[src/rtl/bac_defs.vh]
// Purpose: Shared constants for the bridge converter conversion/output block
// Assumes: Included by bare name from every design file
// Notes:   Definitions only
`ifndef BAC_DEFS_VH
`define BAC_DEFS_VH

// ----------------------------------------------------------------
// Register map (byte offsets, 32-bit words)
// ----------------------------------------------------------------
`define BAC_REG_CTRL      8'h00
`define BAC_REG_STATUS    8'h04
`define BAC_REG_RESULT    8'h08
`define BAC_REG_COUNT     8'h0C
`define BAC_CTRL_RST      2'h0
`define BAC_CTRL_OVR_BIT  0
`define BAC_CTRL_SPD_BIT  1

// ----------------------------------------------------------------
// Rates: modulator 76.8 kHz is master clock / 64
// ----------------------------------------------------------------
`define BAC_MOD_FREQ_HZ   17'h12C00
`define BAC_MOD_DIV       7'h40
// 491,520 / 64 = 7680 modulator samples per result
`define BAC_DEC_SLOW      13'h1E00
// 61,440 / 64 = 960 modulator samples per result
`define BAC_DEC_FAST      13'h03C0
`define BAC_SHIFT_SLOW    6'h28
`define BAC_SHIFT_FAST    6'h1C

// ----------------------------------------------------------------
// Settling and output coding
// ----------------------------------------------------------------
`define BAC_SETTLE_DROP   3'h3
`define BAC_POS_FS        24'h7FFFFF
`define BAC_NEG_FS        24'h800000
`define BAC_BITS_OUT      5'h18

`endif

[src/rtl/bac_top.v]
// Purpose: Conversion control and ready/data output of a bridge converter
// Assumes: I_REF_CLK is the master clock; Wishbone classic slave
// Notes:   Pins pass a three-stage synchroniser before use
//
// Functional notes
// - The modulator stream is decimated by a sinc4 filter repeating at 76.8 kHz.
// - The filter corner is 2.4 Hz at the slow rate and 19 Hz at the fast rate.
// - At the slow rate the filter nulls fall on every multiple of 10 Hz.
// - Rate select low gives 10 results per second and high gives 80.
// - Result rate is master clock over 491,520 slow or 61,440 fast.
// - Rate scales with the clock only when an external clock is used.
// - A channel select toggle drives the line high until settled data exist.
// - Each result is a 24-bit two's complement value.
// - Results clip at 7FFFFF and 800000 beyond full scale.
// - Zero input gives zero, one step either side gives plus or minus one.
// - A new result is signalled by driving the line low.
// - The first shift clock rise gives the MSB, each later rise the next bit.
// - One shift clock after 24 bits forces the line high until new data.
// - Conversion runs continuously with no start command.
`timescale 1ns/1ns
`default_nettype none
`include "bac_defs.vh"

module bac_top
#(
  parameter [6:0]  MOD_DIV  = `BAC_MOD_DIV,
  parameter [12:0] DEC_SLOW = `BAC_DEC_SLOW,
  parameter [12:0] DEC_FAST = `BAC_DEC_FAST,
  parameter        ACC_W    = 56
)
(
  input  wire        I_REF_CLK,
  input  wire        I_RST_N,
  input  wire        I_MOD_BIT,
  input  wire        I_SPEED,
  input  wire        I_CHANNEL_SELECT_BIT0,
  input  wire        I_CHANNEL_SELECT_BIT1,
  input  wire        I_SCLK,
  output reg         O_READY_DATA_LINE,
  input  wire        I_WB_CYC,
  input  wire        I_WB_STB,
  input  wire        I_WB_WE,
  input  wire [7:0]  I_WB_ADR,
  input  wire [3:0]  I_WB_SEL,
  input  wire [31:0] I_WB_DAT,
  output reg  [31:0] O_WB_DAT,
  output reg         O_WB_ACK
);

  // ----------------------------------------------------------------
  // Output state machine codes
  // ----------------------------------------------------------------
  localparam [2:0] ST_IDLE  = 3'h1;
  localparam [2:0] ST_READY = 3'h2;
  localparam [2:0] ST_SHIFT = 3'h4;

  // ----------------------------------------------------------------
  // Pin synchronisers
  // ----------------------------------------------------------------
  wire [4:0] pin_raw = {I_SCLK, I_CHANNEL_SELECT_BIT1, I_CHANNEL_SELECT_BIT0,
                        I_SPEED, I_MOD_BIT};
  reg  [4:0] sync1;
  reg  [4:0] sync2;
  reg  [4:0] sync3;
  reg  [4:0] pin;

  genvar g;
  generate
    for (g = 0; g < 5; g = g + 1)
    begin : g_sync
      always @(posedge I_REF_CLK or negedge I_RST_N)
      begin
        if (!I_RST_N)
        begin
          sync1[g] <= 1'b0;
          sync2[g] <= 1'b0;
          sync3[g] <= 1'b0;
          pin[g]   <= 1'b0;
        end
        else
        begin
          sync1[g] <= pin_raw[g];
          sync2[g] <= sync1[g];
          sync3[g] <= sync2[g];
          // Change accepted only when stages two and three agree
          if (sync2[g] == sync3[g])
            pin[g] <= sync3[g];
        end
      end
    end
  endgenerate

  wire       mod_bit  = pin[0];
  wire       spd_pin  = pin[1];
  wire [1:0] chan_sel = pin[3:2];
  wire       sclk     = pin[4];

  // ----------------------------------------------------------------
  // Register state
  // ----------------------------------------------------------------
  reg  [1:0]  ctrl;
  reg  [23:0] last_result;
  reg  [31:0] conv_count;

  // Software may override the rate pin
  wire fast = ctrl[`BAC_CTRL_OVR_BIT] ? ctrl[`BAC_CTRL_SPD_BIT] : spd_pin;

  // ----------------------------------------------------------------
  // Change detection
  // ----------------------------------------------------------------
  reg        sclk_d;
  reg  [1:0] chan_d;
  reg        fast_d;

  wire sclk_rise   = sclk & ~sclk_d;
  wire chan_toggle = (chan_sel != chan_d);
  // A rate change also restarts the filter, else one result is mixed
  wire restart     = chan_toggle | (fast != fast_d);

  always @(posedge I_REF_CLK or negedge I_RST_N)
  begin
    if (!I_RST_N)
    begin
      sclk_d <= 1'b0;
      chan_d <= 2'h0;
      fast_d <= 1'b0;
    end
    else
    begin
      sclk_d <= sclk;
      chan_d <= chan_sel;
      fast_d <= fast;
    end
  end

  // ----------------------------------------------------------------
  // Modulator sample strobe
  // ----------------------------------------------------------------
  reg  [6:0] mod_cnt;
  wire       mod_stb = (mod_cnt == MOD_DIV - 7'h01);

  always @(posedge I_REF_CLK or negedge I_RST_N)
  begin
    if (!I_RST_N)
      mod_cnt <= 7'h00;
    else
      mod_cnt <= mod_stb ? 7'h00 : mod_cnt + 7'h01;
  end

  // ----------------------------------------------------------------
  // Decimator
  // ----------------------------------------------------------------
  wire        dec_valid;
  wire [23:0] dec_data;

  wire [12:0] ratio = fast ? DEC_FAST : DEC_SLOW;
  wire [5:0]  shift = fast ? `BAC_SHIFT_FAST : `BAC_SHIFT_SLOW;

  bac_sinc4
  #(
    .ACC_W (ACC_W),
    .CNT_W (13)
  )
  u_sinc4
  (
    .i_clk   (I_REF_CLK),
    .i_rst_n (I_RST_N),
    .i_clear (restart),
    .i_stb   (mod_stb),
    .i_bit   (mod_bit),
    .i_ratio (ratio),
    .i_shift (shift),
    .o_valid (dec_valid),
    .o_data  (dec_data)
  );

  // ----------------------------------------------------------------
  // Settling and pending result
  // ----------------------------------------------------------------
  reg  [2:0]  drop_cnt;
  reg         pend_valid;
  reg  [23:0] pend_data;
  wire        settling = (drop_cnt != 3'h0);
  wire        buf_in_ready;
  wire        keep     = dec_valid & ~settling;

  always @(posedge I_REF_CLK or negedge I_RST_N)
  begin
    if (!I_RST_N)
    begin
      drop_cnt    <= `BAC_SETTLE_DROP;
      pend_valid  <= 1'b0;
      pend_data   <= 24'h000000;
      last_result <= 24'h000000;
      conv_count  <= 32'h00000000;
    end
    else if (restart)
    begin
      drop_cnt   <= `BAC_SETTLE_DROP;
      pend_valid <= 1'b0;
    end
    else
    begin
      if (dec_valid && settling)
        drop_cnt <= drop_cnt - 3'h1;
      if (keep)
      begin
        pend_valid  <= 1'b1;
        pend_data   <= dec_data;
        last_result <= dec_data;
        conv_count  <= conv_count + 32'h00000001;
      end
      else if (buf_in_ready)
        pend_valid <= 1'b0;
    end
  end

  // ----------------------------------------------------------------
  // Two-entry buffer
  // ----------------------------------------------------------------
  wire        buf_out_valid;
  wire [23:0] buf_out_data;
  reg  [2:0]  state;
  reg  [23:0] shreg;
  reg  [4:0]  sent;

  // Hold off while the host is mid-word, unless the buffer is full
  wire mid_word  = state[2] && (sent != `BAC_BITS_OUT);
  wire out_ready = ~mid_word | ~buf_in_ready;
  wire load      = buf_out_valid & out_ready;

  bac_fifo2
  #(
    .W     (24),
    .DEPTH (2),
    .AW    (1)
  )
  u_fifo
  (
    .i_clk   (I_REF_CLK),
    .i_rst_n (I_RST_N),
    .i_flush (restart),
    .i_valid (pend_valid),
    .o_ready (buf_in_ready),
    .i_data  (pend_data),
    .o_valid (buf_out_valid),
    .i_ready (out_ready),
    .o_data  (buf_out_data)
  );

  // ----------------------------------------------------------------
  // Ready/data line
  // ----------------------------------------------------------------
  always @(posedge I_REF_CLK or negedge I_RST_N)
  begin
    if (!I_RST_N)
    begin
      state             <= ST_IDLE;
      shreg             <= 24'h000000;
      sent              <= 5'h00;
      O_READY_DATA_LINE <= 1'b1;
    end
    else if (restart || settling)
    begin
      state             <= ST_IDLE;
      sent              <= 5'h00;
      O_READY_DATA_LINE <= 1'b1;
    end
    else if (load)
    begin
      state             <= ST_READY;
      shreg             <= buf_out_data;
      sent              <= 5'h00;
      O_READY_DATA_LINE <= 1'b0;
    end
    else if (sclk_rise)
    begin
      case (state)
        ST_READY:
        begin
          state             <= ST_SHIFT;
          O_READY_DATA_LINE <= shreg[23];
          shreg             <= {shreg[22:0], 1'b0};
          sent              <= 5'h01;
        end
        ST_SHIFT:
        begin
          if (sent == `BAC_BITS_OUT)
          begin
            state             <= ST_IDLE;
            O_READY_DATA_LINE <= 1'b1;
          end
          else
          begin
            O_READY_DATA_LINE <= shreg[23];
            shreg             <= {shreg[22:0], 1'b0};
            sent              <= sent + 5'h01;
          end
        end
        ST_IDLE:
        begin
          O_READY_DATA_LINE <= 1'b1;
        end
        default:
        begin
          state             <= ST_IDLE;
          O_READY_DATA_LINE <= 1'b1;
        end
      endcase
    end
  end

  // ----------------------------------------------------------------
  // Wishbone slave
  // ----------------------------------------------------------------
  wire req = I_WB_CYC & I_WB_STB & ~O_WB_ACK;
  reg  [31:0] rd_mux;

  always @*
  begin
    case (I_WB_ADR)
      `BAC_REG_CTRL:   rd_mux = {30'h00000000, ctrl};
      `BAC_REG_STATUS: rd_mux = {26'h0000000, buf_out_valid, state[2],
                                 fast, settling, O_READY_DATA_LINE,
                                 buf_in_ready};
      `BAC_REG_RESULT: rd_mux = {8'h00, last_result};
      `BAC_REG_COUNT:  rd_mux = conv_count;
      default:         rd_mux = 32'h00000000;
    endcase
  end

  // Unmapped offsets read zero and drop writes, but still acknowledge
  always @(posedge I_REF_CLK or negedge I_RST_N)
  begin
    if (!I_RST_N)
    begin
      O_WB_ACK <= 1'b0;
      O_WB_DAT <= 32'h00000000;
      ctrl     <= `BAC_CTRL_RST;
    end
    else
    begin
      O_WB_ACK <= req;
      if (req && !I_WB_WE)
        O_WB_DAT <= rd_mux;
      if (req && I_WB_WE && I_WB_SEL[0] && (I_WB_ADR == `BAC_REG_CTRL))
        ctrl <= I_WB_DAT[1:0];
    end
  end

endmodule
`default_nettype wire

[src/rtl/bac_fifo2.v]
// Purpose: Small valid/ready buffer between decimator and serial output
// Assumes: DEPTH is a power of two
// Notes:   Flush empties it in one cycle
`timescale 1ns/1ns
`default_nettype none
`include "bac_defs.vh"

module bac_fifo2
#(
  parameter W     = 24,
  parameter DEPTH = 2,
  parameter AW    = 1
)
(
  input  wire         i_clk,
  input  wire         i_rst_n,
  input  wire         i_flush,
  input  wire         i_valid,
  output wire         o_ready,
  input  wire [W-1:0] i_data,
  output wire         o_valid,
  input  wire         i_ready,
  output wire [W-1:0] o_data
);

  localparam [AW:0] FULL = DEPTH;

  reg [W-1:0]  mem [0:DEPTH-1];
  reg [AW-1:0] wr_ptr;
  reg [AW-1:0] rd_ptr;
  reg [AW:0]   count;

  wire push = i_valid & o_ready;
  wire pop  = o_valid & i_ready;

  assign o_ready = (count != FULL);
  assign o_valid = (count != {(AW+1){1'b0}});
  assign o_data  = mem[rd_ptr];

  always @(posedge i_clk)
  begin
    if (push)
    begin
      mem[wr_ptr] <= i_data;
    end
  end

  always @(posedge i_clk or negedge i_rst_n)
  begin
    if (!i_rst_n)
    begin
      wr_ptr <= {AW{1'b0}};
      rd_ptr <= {AW{1'b0}};
      count  <= {(AW+1){1'b0}};
    end
    else if (i_flush)
    begin
      wr_ptr <= {AW{1'b0}};
      rd_ptr <= {AW{1'b0}};
      count  <= {(AW+1){1'b0}};
    end
    else
    begin
      if (push)
        wr_ptr <= wr_ptr + {{(AW-1){1'b0}}, 1'b1};
      if (pop)
        rd_ptr <= rd_ptr + {{(AW-1){1'b0}}, 1'b1};
      if (push && !pop)
        count <= count + {{AW{1'b0}}, 1'b1};
      else if (pop && !push)
        count <= count - {{AW{1'b0}}, 1'b1};
    end
  end

endmodule
`default_nettype wire

[src/rtl/bac_sinc4.v]
// Purpose: Fourth-order sinc decimator with clipped 24-bit output
// Assumes: One modulator bit per i_stb; ratio stable between clears
// Notes:   Pipelined integrators, combs evaluated at the decimation tick
`timescale 1ns/1ns
`default_nettype none
`include "bac_defs.vh"

module bac_sinc4
#(
  parameter ACC_W = 56,
  parameter CNT_W = 13
)
(
  input  wire             i_clk,
  input  wire             i_rst_n,
  input  wire             i_clear,
  input  wire             i_stb,
  input  wire             i_bit,
  input  wire [CNT_W-1:0] i_ratio,
  input  wire [5:0]       i_shift,
  output reg              o_valid,
  output reg  [23:0]      o_data
);

  reg [ACC_W-1:0] integ     [0:3];
  reg [ACC_W-1:0] dly       [0:3];
  reg [ACC_W-1:0] comb      [0:3];
  reg [ACC_W-1:0] stage_in  [0:3];
  reg [CNT_W-1:0] cnt;
  integer         k;
  integer         m;

  // Modulator bit maps to +1 / -1
  wire [ACC_W-1:0] x = {{(ACC_W-1){~i_bit}}, 1'b1};
  wire dec_tick = i_stb && (cnt == i_ratio - {{(CNT_W-1){1'b0}}, 1'b1});

  function [23:0] clip;
    input [ACC_W-1:0] v;
    input [5:0]       s;
    reg   [ACC_W-1:0] t;
    begin
      t = $signed(v) >>> s;
      if (&t[ACC_W-1:23] || ~|t[ACC_W-1:23])
        clip = t[23:0];
      else if (t[ACC_W-1])
        clip = `BAC_NEG_FS;
      else
        clip = `BAC_POS_FS;
    end
  endfunction

  always @*
  begin
    stage_in[0] = integ[3];
    comb[0]     = integ[3] - dly[0];
    for (m = 1; m < 4; m = m + 1)
    begin
      stage_in[m] = comb[m-1];
      comb[m]     = comb[m-1] - dly[m];
    end
  end

  always @(posedge i_clk or negedge i_rst_n)
  begin
    if (!i_rst_n)
    begin
      for (k = 0; k < 4; k = k + 1)
      begin
        integ[k] <= {ACC_W{1'b0}};
        dly[k]   <= {ACC_W{1'b0}};
      end
      cnt     <= {CNT_W{1'b0}};
      o_valid <= 1'b0;
      o_data  <= 24'h000000;
    end
    else if (i_clear)
    begin
      for (k = 0; k < 4; k = k + 1)
      begin
        integ[k] <= {ACC_W{1'b0}};
        dly[k]   <= {ACC_W{1'b0}};
      end
      cnt     <= {CNT_W{1'b0}};
      o_valid <= 1'b0;
    end
    else
    begin
      o_valid <= dec_tick;
      if (i_stb)
      begin
        integ[0] <= integ[0] + x;
        for (k = 1; k < 4; k = k + 1)
          integ[k] <= integ[k] + integ[k-1];
        cnt <= dec_tick ? {CNT_W{1'b0}} : cnt + {{(CNT_W-1){1'b0}}, 1'b1};
      end
      if (dec_tick)
      begin
        for (k = 0; k < 4; k = k + 1)
          dly[k] <= stage_in[k];
        o_data <= clip(comb[3], i_shift);
      end
    end
  end

endmodule
`default_nettype wire

[config.mk]
export PLATFORM = sky130hd
export DESIGN_NAME = bac_top
export DESIGN_NICKNAME = d
export VERILOG_FILES = /design/src/rtl/bac_top.v /design/src/rtl/bac_fifo2.v /design/src/rtl/bac_sinc4.v
export VERILOG_INCLUDE_DIRS = /design/src /design/src/rtl
export SDC_FILE = /design/constraint.sdc
export NUM_CORES = 2
export LEC_CHECK = 0
export BUFFER_PORTS_ARGS = -buffer_cell sky130_fd_sc_hd__buf_2
export CAP_MARGIN = 5
export CORE_ASPECT_RATIO = 0.5
export CORE_MARGIN = 2
export CORE_UTILIZATION = 65
export DETAILED_ROUTE_END_ITERATION = 8
export GPL_TIMING_DRIVEN = 1
export PLACE_DENSITY = 0.82
export SYNTH_ARGS = -nofsm -noshare
export SYNTH_HDL_FRONTEND = slang
export SYNTH_SLANG_ARGS = --single-unit
[constraint.sdc]
create_clock -name I_REF_CLK -period 24.5 [get_ports I_REF_CLK]
set_input_delay 0 -clock I_REF_CLK [delete_from_list [all_inputs] [get_ports I_REF_CLK]]
set_output_delay 0 -clock I_REF_CLK [all_outputs]
set_load 0.005 [all_outputs]
==> impl_results.md <==
* Status: completed
* Dpl hpwl at about 83 mm
* Reg clk slew, reported paths at 0.07 ns
* Cell variety after synth at between 80 and 90
* RSZ-0062 raised after global routing: no
* Vias at 41957
* Core area at 75200 sq um
* DR DRC count at 0
* Mapped Cells at 5875
* Starting Density at 0.657
* Synth Register Bits at 697
* Routed len/inst at 16.8 microns
* Die Width at around 390 microns
* Largest net degree at the start of global routing at 179
* CTS Root Cell: clkbuf_16
* CTS tree: yes
* Syn_area_per_cell at 8.41 sq um
* Final setup vio count at 0
* Final hold vios at 0
* Drt initial violations at 3362
* Latest clock arrival within the worst-skew pair at roughly 0.67 ns
* Initial DRT Pass Iterations at 7
* Post-synthesis sequential area ratio at 0.358
* Cts bufs inserted at just under 70
* WHS at between 0.15 and 0.2 ns
* Sink Count at 697
* Clock period minus worst slack at 12.43 ns
* Crit path top cell by count: a21oi_1
* Worst Setup Start Kind: flip-flop
* Chip Height at 199 microns
* Top post-synthesis cells by area: dfrtp_1 (33%), ha_1 (11%), a21oi_1 (8.1%)
* Initial antenna violation count at 0
* Max frequency at 80.5 MHz
* Total power draw at about 2.4 mW
* HP Class: in -> reg
* Synth warnings at 0
* WL final at 117 mm
* Total negative slack at 0 ns
* Slew margin rel. at 0.143
* I/O pin count at 88
* Cell area after layout at 53000 sq um
* GRT Overall Usage at 0.296
* Post_cts resized at 0
* Syn_nets at 6381
* Layout cells sized above 1 at 0.0516
* Commonest non-fill, non-tap cell in the layout: nand2_1
* Max_cap viols at 0
* Final Skew at between 0.02 and 0.03 ns
* PwrDens at 44.6 nW/um^2
* First-pass GRT wire length at 195 mm
* Max Fanout on Critical Path at 23
* Fin crit share at 0.507
* Routed vias/inst at 6.05
* Antenna-violating nets left at 0
* Post-Syn Area at 49400 sq um
* Worst VDD drop at slightly below 50 uV
* Fin worst setup slack at around 12 ns
* Synth async-reset ratio at 0.931
* Hold path start: I_WB_CYC
* Crit path largest cell delay at a little over 0.8 ns
* Synth top area share at 0.327
* Synth area leader: dfrtp_1
* Top delay family on crit path: compound AO/OA/AOI/OAI gates
* Critical Path Sink Type: flip-flop
* Vias in the first global route at 39825
* Rows at 71
* Worst endpoint required time at around 25 ns
* Layout area overhead at 7.35%
* Worst-Margin Slew at 1.28 ns
* Buffers & Inverters on Critical Path at 2
* Commonest non-fill, non-tap cells in the layout: nand2_1 (1019), a21oi_1 (802), dfrtp_1 (645), ha_1 (445), nor2_1 (357)
* Placed cell areas at ~51000 sq um
* Port bufs at 54
* Synth Flop Type: dfrtp_1
* Post-CTS Setup Bufs at 0
* Setup slack at placement at 12.37 ns
* Die footprint at 78300 sq um
* Origin of the critical flop-to-flop path: u_sinc4.integ[0]$_DFFE_PN0P_
* Crit path from: u_sinc4.integ[0]$_DFFE_PN0P_
* WS Path Type: reg -> reg
* Ant diodes at 0
* Max Transition Viols Final at 0
* Reg2Reg Setup Slack at between 10 and 15 ns
* Met2 WL at 53.3 mm
* Nets at between 6000 and 7000
* Final GP Congestion at ~0.91
* Top Metal Used: met4
* GR Overflow Total at 0
* CTS HTree Levels at 3
* Met3 wire len at 6.08 mm
* M1 WL at between 50 and 60 mm
* Max Root-Sink Buffers at 3
* CP Data Arrival Time at ~13 ns
* CP max stage cell: a2111oi_0
* Leakage at between 20 and 25 nW
* Post-synth EDFFs at between 40 and 50
[cell usage after synthesis, types with 17 or more instances]
| cell type | instances |
|---|---|
| and2_1 | 20 |
| dfrtp_1 | 645 |
| or3_1 | 38 |
| nor2_1 | 360 |
| nor2b_1 | 55 |
| nand4_1 | 46 |
| a221oi_1 | 26 |
| o21bai_1 | 65 |
| ha_1 | 445 |
| nor3_1 | 76 |
| clkbuf_1 | 185 |
| mux2_2 | 56 |
| o31ai_1 | 18 |
| edfxtp_1 | 48 |
| xnor2_1 | 273 |
| buf_1 | 22 |
| o21a_1 | 55 |
| and3_1 | 41 |
| inv_1 | 328 |
| a31oi_1 | 31 |
| a211oi_1 | 47 |
| nand2b_1 | 55 |
| mux2i_1 | 34 |
| nand3b_1 | 17 |
| o21ai_0 | 249 |
| a21o_1 | 255 |
| xor2_1 | 135 |
| nand3_1 | 107 |
| o211ai_1 | 18 |
| o22a_1 | 24 |
| a21oi_1 | 803 |
| nand2_1 | 1019 |
[report_power, final]
part / switching [mW] / internal [mW]
registers: 0.00521 / 1.17
clock network: 0.478 / 0.586
logic: 0.0974 / 0.0316
[through the flow]
stage | utilization | instances
3_3_place_gp | 0.672 | 6780
2_1_floorplan | - | 5875
3_5_place_dp | 0.672 | 6780
4_1_cts | 0.706 | 6930
5_1_grt | 0.706 | 6930
6_report | 0.706 | 6930
[final timing paths]
check                                                      end  depth (start not counted)
max in group asynchronous       u_sinc4.integ[194]$_DFFE_PN0P_                          7
worst max-delay path             u_sinc4.o_data[2]$_DFFE_PN0P_                         51
min in group asynchronous                 state[0]$_DFFE_PN1P_                          3
worst max register to register   u_sinc4.o_data[2]$_DFFE_PN0P_                         51
worst min register to register              sync2[0]$_DFF_PN0_                          0
worst min-delay path                        O_WB_ACK$_DFF_PN0_                          4
[final cells by class]
cell class | instances | area, sq um
fillers | 5739 | 22100
inverters | 329 | 1230
clock buffers | 103 | 1970
clock inverters | 21 | 233
flip-flops and latches | 697 | 17700
well taps | 1022 | 1280
multi-input cells | 4638 | 29700
repair buffers | 120 | 883
[worst min-delay path, stage by stage]
cell	delay, ns
buf_2	0.09
nand2_1	0.06
dlygate4sd3_1	0.59
nor2_1	0.08
[registers in the layout, indices dropped and copies added, names as in the netlist, 5 cells and up]
signal and cells:
mod_cnt 7, conv_count 32, sync1 5, shreg 24, u_sinc4.o_data 24, O_WB_DAT 32, u_sinc4.cnt 13, sent 5
pend_data 24, u_fifo.mem 48, u_sinc4.integ 224, sync3 5, sync2 5, u_sinc4.dly 224
[repair_timing]
action | in CTS | in global routing
hold buffers | 26 | 0
endpoints found under the setup margin | 0 | 0
endpoints found under the hold margin | 138 | 0
[logic make-up after synthesis]
| family | count (synthesis) | share of synthesized area |
|---|---|---|
| AOI/OAI and AO/OA | 1767 | 0.220 |
| DFF | 697 | 0.358 |
| buffers and inverters | 540 | 0.0414 |
| muxes | 92 | 0.0206 |
| and+or+nand+nor | 1913 | 0.170 |
| adders and majority gates | 457 | 0.117 |
| xor gates and xnor gates | 409 | 0.0728 |
[layer usage]
| layer | vias up | GRT usage |
|---|---|---|
| met5 | - | 0 |
| met4 | 0 | 0.0836 |
| met3 | 211 | 0.0394 |
| met2 | 1219 | 0.490 |
| met1 | 19860 | 0.410 |
| li1 | 20667 | - |
No activity file was read; power rests on OpenSTA's default activity.
